<file path="config.mk">
export PLATFORM = sky130hd
export DESIGN_NAME = mvx_move_exec
export DESIGN_NICKNAME = d
export VERILOG_FILES = /design/src/hdl/mvx_pkg.sv /design/src/hdl/mvx_move_exec.sv
export SDC_FILE = /design/constraint.sdc
export NUM_CORES = 1
export LEC_CHECK = 0
export BUFFER_PORTS_ARGS = -buffer_cell sky130_fd_sc_hd__buf_2
export CAP_MARGIN = 20
export CORE_AREA = 2 2 128 130
export DETAILED_ROUTE_END_ITERATION = 6
export DIE_AREA = 0 0 130 132
export RECOVER_POWER = 50
export SLEW_MARGIN = 20
export SYNTH_ARGS = -nofsm -noshare
export SYNTH_HDL_FRONTEND = slang
export SYNTH_SLANG_ARGS = --single-unit
</file>
<file path="constraint.sdc">
create_clock -name CLK -period 2.9 [get_ports CLK]
set_input_delay 0 -clock CLK [delete_from_list [all_inputs] [get_ports CLK]]
set_output_delay 0 -clock CLK [all_outputs]
set_load 0.03 [all_outputs]
</file>
<file path="src/hdl/mvx_pkg.sv">
// Package for the data-move execution block: opcodes, widths and reset values
package mvx_pkg;
  localparam int PTR_W   = 16;
  localparam int DATA_W  = 8;
  localparam int BANK_W  = 5;
  localparam int PCH_W   = 7;
  localparam int FADDR_W = 7;
  localparam int OFS_W   = 6;

  localparam logic [PTR_W-1:0]   PTR_ONE   = 16'h0001;
  localparam logic [PTR_W-1:0]   PTR_RST   = 16'h0000;
  localparam logic [DATA_W-1:0]  ACC_RST   = 8'h00;
  localparam logic [BANK_W-1:0]  BANK_RST  = 5'h00;
  localparam logic [PCH_W-1:0]   PCH_RST   = 7'h00;
  localparam logic [DATA_W-1:0]  DATA_ZERO = 8'h00;

  // Operation selector presented with each instruction
  typedef enum logic [2:0] {
    MVX_OP_NONE     = 3'b000,
    MVX_OP_INDIRECT = 3'b001,
    MVX_OP_RELATIVE = 3'b010,
    MVX_OP_BANK     = 3'b011,
    MVX_OP_PCH      = 3'b100,
    MVX_OP_ACC_LIT  = 3'b101,
    MVX_OP_STORE    = 3'b110
  } mvx_op_t;

  // Pointer update mode of the indirect move
  typedef enum logic [1:0] {
    MVX_PRE_INC  = 2'b00,
    MVX_PRE_DEC  = 2'b01,
    MVX_POST_INC = 2'b10,
    MVX_POST_DEC = 2'b11
  } mvx_mode_t;

  // Read cycle sequencing of the indirect move
  typedef enum logic [0:0] {
    MVX_ST_IDLE = 1'b0,
    MVX_ST_READ = 1'b1
  } mvx_state_t;
endpackage

</file>
<file path="src/hdl/mvx_move_exec.sv">
// Execution logic for literal loads, accumulator store and indirect moves
// How it works
// RULE1 - Mode code picks pre/post increment or decrement
// RULE2 - Relative form: pointer plus signed offset, unchanged
// RULE3 - Pointer ends plus one, minus one, or same
// RULE4 - Indirect access goes to pointer's data address
// RULE5 - Pointer wraps modulo 16 bits
// RULE6 - Bank literal loads five bits, flags untouched
// RULE7 - PC-high literal loads seven bits, flags untouched
// RULE8 - Accumulator literal loads in one cycle, no flags
// RULE9 - Store copies accumulator to file register
// RULE10 - Indirect move sets zero flag from byte
`timescale 1ns/10ps
module mvx_move_exec (
  // Clock and reset
  input  wire logic                          CLK,
  input  wire logic                          RESET,
  // Instruction issue
  input  wire logic                          OP_VALID,
  input  wire mvx_pkg::mvx_op_t              OP_CODE,
  input  wire mvx_pkg::mvx_mode_t            OP_MODE,
  input  wire logic                          OP_PTR_SEL,
  input  wire logic [7:0]                    OP_LITERAL,
  input  wire logic [mvx_pkg::OFS_W-1:0]     OP_OFFSET,
  output logic                               OP_READY,
  // Data memory port
  output logic                               MEM_RD,
  output logic                               MEM_WR,
  output logic [mvx_pkg::PTR_W-1:0]          MEM_ADDR,
  output logic [mvx_pkg::DATA_W-1:0]         MEM_WDATA,
  input  wire logic [mvx_pkg::DATA_W-1:0]    MEM_RDATA,
  // Architectural state
  output logic [mvx_pkg::DATA_W-1:0]         ACCUMULATOR,
  output logic [mvx_pkg::BANK_W-1:0]         BANK_SELECT,
  output logic [mvx_pkg::PCH_W-1:0]          PC_HIGH_LATCH,
  output logic [mvx_pkg::PTR_W-1:0]          POINTER0,
  output logic [mvx_pkg::PTR_W-1:0]          POINTER1,
  output logic                               ZERO_FLAG
);
  logic [mvx_pkg::PTR_W-1:0]  ptr_reg [2];
  logic [mvx_pkg::PTR_W-1:0]  ptr_cur;
  logic [mvx_pkg::PTR_W-1:0]  ptr_next;
  logic [mvx_pkg::PTR_W-1:0]  ptr_upd;
  logic [mvx_pkg::PTR_W-1:0]  eff_addr;
  logic [mvx_pkg::PTR_W-1:0]  ofs_ext;
  mvx_pkg::mvx_state_t        state_reg;
  logic                       issue;
  logic                       ind_op;

  assign issue   = OP_VALID && (state_reg == mvx_pkg::MVX_ST_IDLE);
  assign ind_op  = (OP_CODE == mvx_pkg::MVX_OP_INDIRECT) ||
                   (OP_CODE == mvx_pkg::MVX_OP_RELATIVE);
  assign ptr_cur = ptr_reg[OP_PTR_SEL];
  assign ofs_ext = {{(mvx_pkg::PTR_W-mvx_pkg::OFS_W){OP_OFFSET[mvx_pkg::OFS_W-1]}}, OP_OFFSET};

  // Sums are 16 bits wide so the pointer wraps on its own
  always_comb begin
    ptr_upd = mvx_pkg::MVX_PRE_INC == OP_MODE || mvx_pkg::MVX_POST_INC == OP_MODE
              ? ptr_cur + mvx_pkg::PTR_ONE : ptr_cur - mvx_pkg::PTR_ONE; // RULE5
    case (OP_MODE)
      mvx_pkg::MVX_PRE_INC,
      mvx_pkg::MVX_PRE_DEC: eff_addr = ptr_upd; // RULE1
      default:              eff_addr = ptr_cur; // RULE1
    endcase
    ptr_next = ptr_upd; // RULE3
    if (OP_CODE == mvx_pkg::MVX_OP_RELATIVE) begin
      eff_addr = ptr_cur + ofs_ext; // RULE2
      ptr_next = ptr_cur;           // RULE3
    end
  end

  // One-cycle read wait for indirect moves; all other ops finish at issue
  always_ff @(posedge CLK) begin
    if (RESET) begin
      state_reg <= mvx_pkg::MVX_ST_IDLE;
      OP_READY  <= 1'b0;
    end else begin
      case (state_reg)
        mvx_pkg::MVX_ST_IDLE: begin
          if (issue && ind_op) begin
            state_reg <= mvx_pkg::MVX_ST_READ;
            OP_READY  <= 1'b0;
          end else begin
            state_reg <= mvx_pkg::MVX_ST_IDLE;
            OP_READY  <= 1'b1;
          end
        end
        // Offers in this cycle are refused while read data lands in the accumulator
        mvx_pkg::MVX_ST_READ: begin
          state_reg <= mvx_pkg::MVX_ST_IDLE;
          OP_READY  <= 1'b1;
        end
        default: begin
          state_reg <= mvx_pkg::MVX_ST_IDLE;
          OP_READY  <= 1'b1;
        end
      endcase
    end
  end

  // Memory strobes: the indirect port itself holds nothing, the pointer addresses memory
  always_ff @(posedge CLK) begin
    if (RESET) begin
      MEM_RD    <= 1'b0;
      MEM_WR    <= 1'b0;
      MEM_ADDR  <= mvx_pkg::PTR_RST;
      MEM_WDATA <= mvx_pkg::DATA_ZERO;
    end else begin
      MEM_RD <= issue && ind_op; // RULE4
      MEM_WR <= issue && (OP_CODE == mvx_pkg::MVX_OP_STORE); // RULE9
      if (issue && ind_op) begin
        MEM_ADDR <= eff_addr; // RULE4
      end else if (issue && OP_CODE == mvx_pkg::MVX_OP_STORE) begin
        MEM_ADDR  <= {{(mvx_pkg::PTR_W-mvx_pkg::FADDR_W){1'b0}},
                      OP_LITERAL[mvx_pkg::FADDR_W-1:0]}; // RULE9
        MEM_WDATA <= ACCUMULATOR; // RULE9
      end
    end
  end

  // One process per pointer, so the unselected pointer never moves
  genvar gi;
  generate
    for (gi = 0; gi < 2; gi++) begin : g_ptr
      always_ff @(posedge CLK) begin
        if (RESET) begin
          ptr_reg[gi] <= mvx_pkg::PTR_RST;
        end else if (issue && ind_op && OP_PTR_SEL == 1'(gi)) begin
          ptr_reg[gi] <= ptr_next; // RULE3
        end
      end
    end
  endgenerate

  assign POINTER0 = ptr_reg[0];
  assign POINTER1 = ptr_reg[1];

  // Literal loads never touch the zero flag
  always_ff @(posedge CLK) begin
    if (RESET) begin
      BANK_SELECT   <= mvx_pkg::BANK_RST;
      PC_HIGH_LATCH <= mvx_pkg::PCH_RST;
    end else if (issue) begin
      if (OP_CODE == mvx_pkg::MVX_OP_BANK) begin
        BANK_SELECT <= OP_LITERAL[mvx_pkg::BANK_W-1:0]; // RULE6
      end
      if (OP_CODE == mvx_pkg::MVX_OP_PCH) begin
        PC_HIGH_LATCH <= OP_LITERAL[mvx_pkg::PCH_W-1:0]; // RULE7
      end
    end
  end

  always_ff @(posedge CLK) begin
    if (RESET) begin
      ACCUMULATOR <= mvx_pkg::ACC_RST;
      ZERO_FLAG   <= 1'b0;
    end else if (issue && OP_CODE == mvx_pkg::MVX_OP_ACC_LIT) begin
      ACCUMULATOR <= OP_LITERAL; // RULE8
    end else if (state_reg == mvx_pkg::MVX_ST_READ) begin
      ACCUMULATOR <= MEM_RDATA;
      ZERO_FLAG   <= (MEM_RDATA == mvx_pkg::DATA_ZERO); // RULE10
    end
  end

  a_acc_literal: assert property (@(posedge CLK) disable iff (RESET) // RULE8
    issue && OP_CODE == mvx_pkg::MVX_OP_ACC_LIT |=> ACCUMULATOR == $past(OP_LITERAL)
      && ZERO_FLAG == $past(ZERO_FLAG) && OP_READY)
    else $error("accumulator literal load wrong");
  a_bank_load: assert property (@(posedge CLK) disable iff (RESET) // RULE6
    issue && OP_CODE == mvx_pkg::MVX_OP_BANK |=> BANK_SELECT == $past(OP_LITERAL[4:0])
      && $stable(ZERO_FLAG))
    else $error("bank select load wrong");
  a_pch_load: assert property (@(posedge CLK) disable iff (RESET) // RULE7
    issue && OP_CODE == mvx_pkg::MVX_OP_PCH |=> PC_HIGH_LATCH == $past(OP_LITERAL[6:0])
      && $stable(ZERO_FLAG))
    else $error("pc high latch load wrong");
  a_store_write: assert property (@(posedge CLK) disable iff (RESET) // RULE9
    issue && OP_CODE == mvx_pkg::MVX_OP_STORE |=> MEM_WR && MEM_WDATA == ACCUMULATOR
      && MEM_ADDR == {9'h000, $past(OP_LITERAL[6:0])} && $stable(ZERO_FLAG))
    else $error("store write wrong");
  a_ind_addr: assert property (@(posedge CLK) disable iff (RESET) // RULE1
    issue && OP_CODE == mvx_pkg::MVX_OP_INDIRECT && OP_MODE == mvx_pkg::MVX_PRE_INC
      && !OP_PTR_SEL |=> MEM_RD && MEM_ADDR == $past(ptr_reg[0]) + 16'h0001)
    else $error("preincrement address wrong");
  a_ptr_post: assert property (@(posedge CLK) disable iff (RESET) // RULE3
    issue && OP_CODE == mvx_pkg::MVX_OP_INDIRECT && OP_MODE == mvx_pkg::MVX_POST_DEC
      && OP_PTR_SEL |=> POINTER1 == $past(ptr_reg[1]) - 16'h0001
      && MEM_ADDR == $past(ptr_reg[1]))
    else $error("postdecrement pointer wrong");
  a_ptr_wrap: assert property (@(posedge CLK) disable iff (RESET) // RULE5
    issue && OP_CODE == mvx_pkg::MVX_OP_INDIRECT && OP_MODE == mvx_pkg::MVX_POST_INC
      && !OP_PTR_SEL && ptr_reg[0] == 16'hFFFF |=> POINTER0 == 16'h0000)
    else $error("pointer wrap wrong");
  a_rel_hold: assert property (@(posedge CLK) disable iff (RESET) // RULE2
    issue && OP_CODE == mvx_pkg::MVX_OP_RELATIVE && !OP_PTR_SEL
      |=> $stable(POINTER0) && MEM_ADDR == POINTER0 + $past(ofs_ext))
    else $error("relative move wrong");
  a_ind_zero: assert property (@(posedge CLK) disable iff (RESET) // RULE10
    issue && ind_op |=> !OP_READY ##1 OP_READY
      && ZERO_FLAG == (ACCUMULATOR == 8'h00) && ACCUMULATOR == $past(MEM_RDATA))
    else $error("indirect move result wrong");
  a_indf_read: assert property (@(posedge CLK) disable iff (RESET) // RULE4
    MEM_RD |-> state_reg == mvx_pkg::MVX_ST_READ && !MEM_WR)
    else $error("indirect read strobe wrong");
  a_rel_ptr1: assert property (@(posedge CLK) disable iff (RESET) // RULE2
    issue && OP_CODE == mvx_pkg::MVX_OP_RELATIVE && OP_PTR_SEL
      |=> $stable(POINTER1) && MEM_ADDR == POINTER1 + $past(ofs_ext))
    else $error("relative move on pointer one wrong");
  a_ptr_other: assert property (@(posedge CLK) disable iff (RESET) // RULE3
    issue && ind_op && OP_PTR_SEL |=> $stable(POINTER0))
    else $error("unselected pointer moved");
  a_busy_refuse: assert property (@(posedge CLK) disable iff (RESET) // RULE4
    state_reg == mvx_pkg::MVX_ST_READ |-> !OP_READY ##1 !MEM_RD && !MEM_WR && OP_READY
      && $stable(BANK_SELECT) && $stable(PC_HIGH_LATCH))
    else $error("offer during read wait not refused");

  c_rel_move: cover property (@(posedge CLK) disable iff (RESET)
    issue && OP_CODE == mvx_pkg::MVX_OP_RELATIVE);
  c_wrap: cover property (@(posedge CLK) disable iff (RESET)
    issue && ind_op && ptr_cur == 16'h0000 && OP_MODE == mvx_pkg::MVX_PRE_DEC);
  c_zero_set: cover property (@(posedge CLK) disable iff (RESET) $rose(ZERO_FLAG));
  c_store: cover property (@(posedge CLK) disable iff (RESET) MEM_WR);
  c_refused: cover property (@(posedge CLK) disable iff (RESET)
    state_reg == mvx_pkg::MVX_ST_READ && OP_VALID);
endmodule // mvx_move_exec

</file>
==> impl_metrics.csv, run 1 <==
group,metric,value,unit
run_status,status,"finished clean",
synth,synth_area,0.005085,mm^2
setup_path,cp_slowest_stage_delay,420,ps
setup_path,required,3140,ps
timing,fin_crit_sh,95.28,%
final_layout,fillCellCount,1616,
clocking,htreeDepth,3,
grt,gr-total-overflow,0,
timing,fin_crit,2763,ps
grt,grt_max_degree,26,
clocking,cts_buffer_depth,2,
pwr,irDropWorstVdd,0.0002910,V
place,place_area,0.006232,mm^2
synth,yosysUniqueCellTypes,61,
final_layout,area_growth,30.98,%
place,place_congestion,0.8881,
setup_path,path_delay_family,"compound AO/OA/AOI/OAI gates",
final_layout,final_area,0.006660,mm^2
synth,synth_area_leader_cell,"dfxtp_1",
final_layout,layout.cells.non_filler,966,
setup_path,path_buf_inv,0,
place,port-buffer-count,110,
detailed_routing,final_antenna_net_count,0,
synth,yosysWarningCount,0,
detailed_routing,wl,15290,um
clocking,numCtsBuffers,9,
synth,synth_top_area_share,19.29,%
timing,worst_slew_pin_slew,745.8,ps
detailed_routing,drc,0,
die,ios,111,
detailed_routing,first_pass_iters,5,
setup_path,path_class,"flop to flop",
clocking,clk_pin_slew,60,ps
die,num_rows,46,
clocking,cts_tree,"done",
synth,synth_seq_cells,81,
timing,hold_viol,0,
synth,ys_top_cells_by_count,"nor2_1, nand2_1, a21oi_1",
detailed_routing,vias_per_cell,5.014,
pwr,power_density,486.4,mW/mm^2
clocking,clk_latency,350,ps
synth,syn-num-nets,639,
detailed_routing,drt-wirelength-per-cell,15.83,um
synth,synth_cells,582,
grt,gr-usage-all-layers,17.40,%
die,die_area,0.01716,mm^2
grt,grt_pass1_vias,4621,
timing,fin_skew,5.333,ps
setup_path,arrival,3010,ps
final_layout,n_antenna_cell,0,
die,start_util,32.36,%
synth,ys.flop_type,"dfxtp_1",
setup_path,worstSetupEndpointType,"flop",
setup_path,crit_chain,"mux2_2 -> ha_1 -> o21a_1 -> and4b_4 -> o21ai_4 -> a2111oi_4 -> nor3_1 -> or3_1 -> a31o_1",
detailed_routing,initialDrtViolationCount,219,
synth,synth_async_sr_flop_share,0,%
die,die_width,130,um
final_layout,final_util,42.39,%
place,place_inst,934,
pwr,p_leak,0.002591,uW
clocking,clkSinkCount,81,
place,place_ws,4.518,ps
synth,ys_top_cells_by_area,"dfxtp_1, edfxtp_1, ha_1",
setup_path,crit_path_top_delay_cell,"edfxtp_1",
min_path,hold_class,"primary input to flop",
timing,setup_viol,0,
final_layout,layout-drive-gt1-share,18.27,%
job,drv_cap,0,
grt,grt_pass1_wl,23600,um
synth,synth_edf_count,32,
die,die_h,132,um
synth,ys_seq_area_share,38.19,%
detailed_routing,vias,4844,
clocking,clockRootBuffer,"clkbuf_16",
timing,max_slew_margin,49.90,%
timing,slew_viol_final,0,
timing,worst_slack,136.9,ps
synth,syn-mean-instance-area,8.737,um^2
setup_path,crit_path_max_fanout,4,
setup_path,startpoint_type,"flop",
final_layout,largest_register_ffs,32,
final_layout,nets,802,
synth,synthMostInstantiatedCell,"nor2_1",
place,dp_hpwl,11590,um
grt,antenna_found_initial,0,
die,coreArea,0.01571,mm^2
timing,fmax,361.9,MHz
## cell type report
cell class              count  area (um^2)  share of cell area [%]
inverters                  23        86.33                   1.296
flip-flops and latches     81         1942                   29.16
multi-input cells         453         3078                   46.21
clock inverters             7        55.05                  0.8266
repair buffers            177         1003                   15.07
clock buffers               9        225.2                   3.382
well taps                 216        270.3                   4.058
## per-stage QoR
stage / power [uW] / hold slack (ps) / TNS (ps)
after CTS: 3248 / 1.402 / 0
after detailed placement: 2146 / 281.9 / 0
after floorplan: 1866 / 147.3 / 0
after global routing: 3402 / 26.54 / -0.4639
after global placement: 2145 / 283.5 / 0
final: 3239 / 0.3441 / 0
## cell families after synthesis
kind of cell | after synthesis | synth area share, %
muxes | 33 | 7.209
AOI/OAI and AO/OA | 155 | 19.78
xor gates and xnor gates | 38 | 6.545
adders and majority gates | 26 | 6.545
DFF | 81 | 38.19
buffers and inverters | 48 | 3.715
and+or+nand+nor | 201 | 18.01
## repair_timing
| item | CTS | global route |
|---|---|---|
| endpoints found under the hold margin | 16 | 0 |
| endpoints found under the setup margin | 0 | 13 |
| buffers inserted | 0 | 2 |
| hold buffers | 14 | 0 |
| resized for setup | 0 | 27 |
## worst min-delay path, cell delays in order
cell	delay, ps
buf_2	90
a22oi_1	90
a21oi_1	120
## layer usage
| metal | global-route usage [%] | part of all wire [%] | up-vias |
|---|---|---|---|
| met2 | 30.80 | 49 | 135 |
| met5 | 0 | 0 | - |
| met1 | 21.50 | 44 | 2275 |
| met3 | 3.571 | 5.2 | 13 |
| met4 | 4.002 | 1.2 | 0 |
| li1 | - | - | 2421 |
## placed cells by master, fill, tap and decap left out, types with 20 or more instances in the layout
cell type and n:
nor2_1 78, xnor2_1 31, o21ai_0 27, dfxtp_1 49, nand2_1 64, ha_1 22
a21oi_1 51, edfxtp_1 32, buf_2 31, buf_4 48, clkbuf_1 82, mux2i_1 20
## path summary, 6_finish.rpt
| check | from | cells past startpoint | endpoint | slack (ps) |
|---|---|---|---|---|
| setup / recovery | ptr_reg[0][10] | 9 | MEM_ADDR[15] | 140 |
| hold / removal | MEM_RDATA[0] | 3 | ACCUMULATOR[0] | 0.3 |
| setup reg to reg | ptr_reg[0][10] | 9 | MEM_ADDR[15] | 140 |
| hold reg to reg | MEM_ADDR[8] | 2 | MEM_ADDR[8] | 450 |
## power breakdown
part           total (uW)  switching [uW]  internal (uW)
Combinational         895             541            355
Clock                1080             492            588
Sequential           1260            32.6           1230
No activity file was read; power rests on OpenSTA's default activity.
==> run 2, diff against run 1 <==
--- a/config.mk
+++ b/config.mk
@@ -7,9 +7,10 @@
 export LEC_CHECK = 0
 export BUFFER_PORTS_ARGS = -buffer_cell sky130_fd_sc_hd__buf_2
 export CAP_MARGIN = 20
-export CORE_AREA = 2 2 128 130
+export CORE_AREA = 2 2 104 106
 export DETAILED_ROUTE_END_ITERATION = 6
-export DIE_AREA = 0 0 130 132
+export DIE_AREA = 0 0 106 108
+export PLACE_DENSITY = 0.76
 export RECOVER_POWER = 50
 export SLEW_MARGIN = 20
 export SYNTH_ARGS = -nofsm -noshare
==> impl_metrics.csv, run 2 (same netlist as run 1, synthesis figures left out) <==
group,metric,value,unit
run_status,status,"finished clean",
clocking,numCtsBuffers,9,
pwr,p_leak,0.002565,uW
clocking,clkSinkCount,81,
die,die_width,106,um
setup_path,worstSetupEndpointType,"flop",
detailed_routing,final_antenna_net_count,0,
grt,grt_pass1_wl,23340,um
place,dp_hpwl,10780,um
setup_path,crit_path_max_fanout,5,
place,place_area,0.006037,mm^2
job,drv_cap,0,
timing,fin_crit,2814,ps
setup_path,r2r-start,"ptr_reg[1][7]",
grt,gr-total-overflow,0,
final_layout,n_antenna_cell,0,
detailed_routing,wl,15340,um
clocking,clk_latency,370,ps
timing,max_slew_margin,53.54,%
die,num_rows,37,
setup_path,required,3170,ps
grt,antenna_found_initial,0,
timing,hold_viol,0,
setup_path,worstSetupEndpoint,"MEM_ADDR[15]",
timing,fmax,355.3,MHz
detailed_routing,vias,5091,
timing,slew_viol_final,0,
die,start_util,49.70,%
setup_path,startpoint,"ptr_reg[1][7]",
min_path,holdPathStages,3,
setup_path,startpoint_type,"flop",
clocking,clockRootBuffer,"clkbuf_8",
setup_path,path_class,"flop to flop",
detailed_routing,first_pass_iters,5,
setup_path,worst_r2r_endpoint,"MEM_ADDR[15]",
place,port-buffer-count,110,
setup_path,arrival,3080,ps
die,die_area,0.01145,mm^2
clocking,cts_buffer_depth,2,
timing,fin_crit_sh,97.05,%
grt,grt_max_degree,44,
die,die_h,108,um
final_layout,final_area,0.006513,mm^2
detailed_routing,drc,0,
final_layout,area_growth,28.08,%
final_layout,nets,803,
pwr,power_density,455.6,mW/mm^2
setup_path,worst_r2r_path_depth,13,
die,coreArea,0.01023,mm^2
detailed_routing,initialDrtViolationCount,322,
clocking,cts_tree,"done",
die,ios,111,
final_layout,largest_register_ffs,32,
timing,rsz0062_at_grt,"yes",
timing,setup_viol,0,
final_layout,layout-drive-gt1-share,18.91,%
pwr,irDropWorstVdd,0.0002725,V
timing,worst_slack,85.59,ps
final_layout,final_common_cell,"clkbuf_1",
place,place_congestion,0.9068,
timing,worst_slew_pin_slew,696.9,ps
detailed_routing,drt-wirelength-per-cell,17.29,um
setup_path,rrSetupSlack,90,ps
detailed_routing,vias_per_cell,5.740,
grt,grt_pass1_vias,4798,
min_path,hold_class,"primary input to flop",
clocking,htreeDepth,3,
timing,fin_skew,7.411,ps
grt,gr-usage-all-layers,25.78,%
final_layout,final_cell_mix,"clkbuf_1, nor2_1, nand2_1, a21oi_1, dfxtp_1",
clocking,clk_pin_slew,90,ps
place,place_ws,-11.12,ps
==> run 2: cell types whose count changed in the layout (fill, tap and decap cells not counted), moves of 2 or more <==
cell,previous run,this run
clkinv_2,2,0
a211oi_2,4,2
clkbuf_16,9,0
clkbuf_1,82,79
xnor2_1,31,29
clkbuf_8,0,10
mux2i_4,6,3
a21oi_2,3,1
dlygate4sd3_1,14,19
mux2i_2,1,3
a21oi_1,51,53
xnor2_2,0,2
==> run 2: routing by layer <==
layer / global-route usage, % / vias to the layer above / share of wire [%]
li1: - / 2416 / -
met1: 29.81 / 2411 / 40
met2: 46.50 / 221 / 50
met3: 5.726 / 43 / 7.2
met4: 10.24 / 0 / 2.7
met5: 0 / - / 0
==> run 2: stage by stage <==
step	hold slack, ps	power, uW	util [%]	instances	TNS, ps
detailed placement	307.4	2116	59.01	843	-11.12
global placement	295.5	2097	59.01	843	0
floorplan	147.3	1866	-	582	0
CTS	9.297	2914	62.76	878	0
global route	5.338	3103	63.65	887	-118.4
finish	35.67	2967	63.65	887	0
==> run 2: how the worst min path moves through the flow <==
| stage | start | end |
|---|---|---|
| 2_1_floorplan | OP_LITERAL[0] | BANK_SELECT[0] |
| 3_3_place_gp | OP_LITERAL[6] | PC_HIGH_LATCH[6] |
| 3_5_place_dp | OP_LITERAL[5] | PC_HIGH_LATCH[5] |
| 4_1_cts | RESET | state_reg |
| 5_1_grt | RESET | state_reg |
| 6_report | RESET | state_reg |
==> run 2: where the power goes <==
part	total [uW]	internal, uW	switching [uW]	leakage (uW)
sequential	1260	1230	31.2	0.000731
combinational	915	360	555	0.00175
clock	791	339	452	0.0000857
==> run 2: critical path, stage by stage, from the launching register on <==
cell and delay (ps):
edfxtp_1 400, mux2i_1 160, buf_4 160, inv_1 40, ha_1 210, a21o_1 220, nand2_1 70, o21ai_1 70
a21o_1 210, o21ai_4 210, nor4b_4 280, nor3_1 90, or3_1 360, a31o_1 210
==> run 2: what timing repair did <==
| item | 4_1_cts | 5_1_grt |
|---|---|---|
| endpoints found under the setup margin | 3 | 13 |
| setup buffers | 0 | 9 |
| gates cloned | 0 | 0 |
| gates resized for setup | 3 | 28 |
| hold buffers | 19 | 0 |
| endpoints found under the hold margin | 27 | 0 |
| pin swaps | 0 | 19 |
==> run 2: area by class of cell <==
cell class	instances	area (um^2)
Fill cell	887	3719
Multi-Input combinational cell	453	3108
Sequential cell	81	1942
Timing Repair Buffer	178	1023
Tap cell	136	170.2
Clock buffer	11	141.4
Inverter	23	86.33
Clock inverter	5	41.29
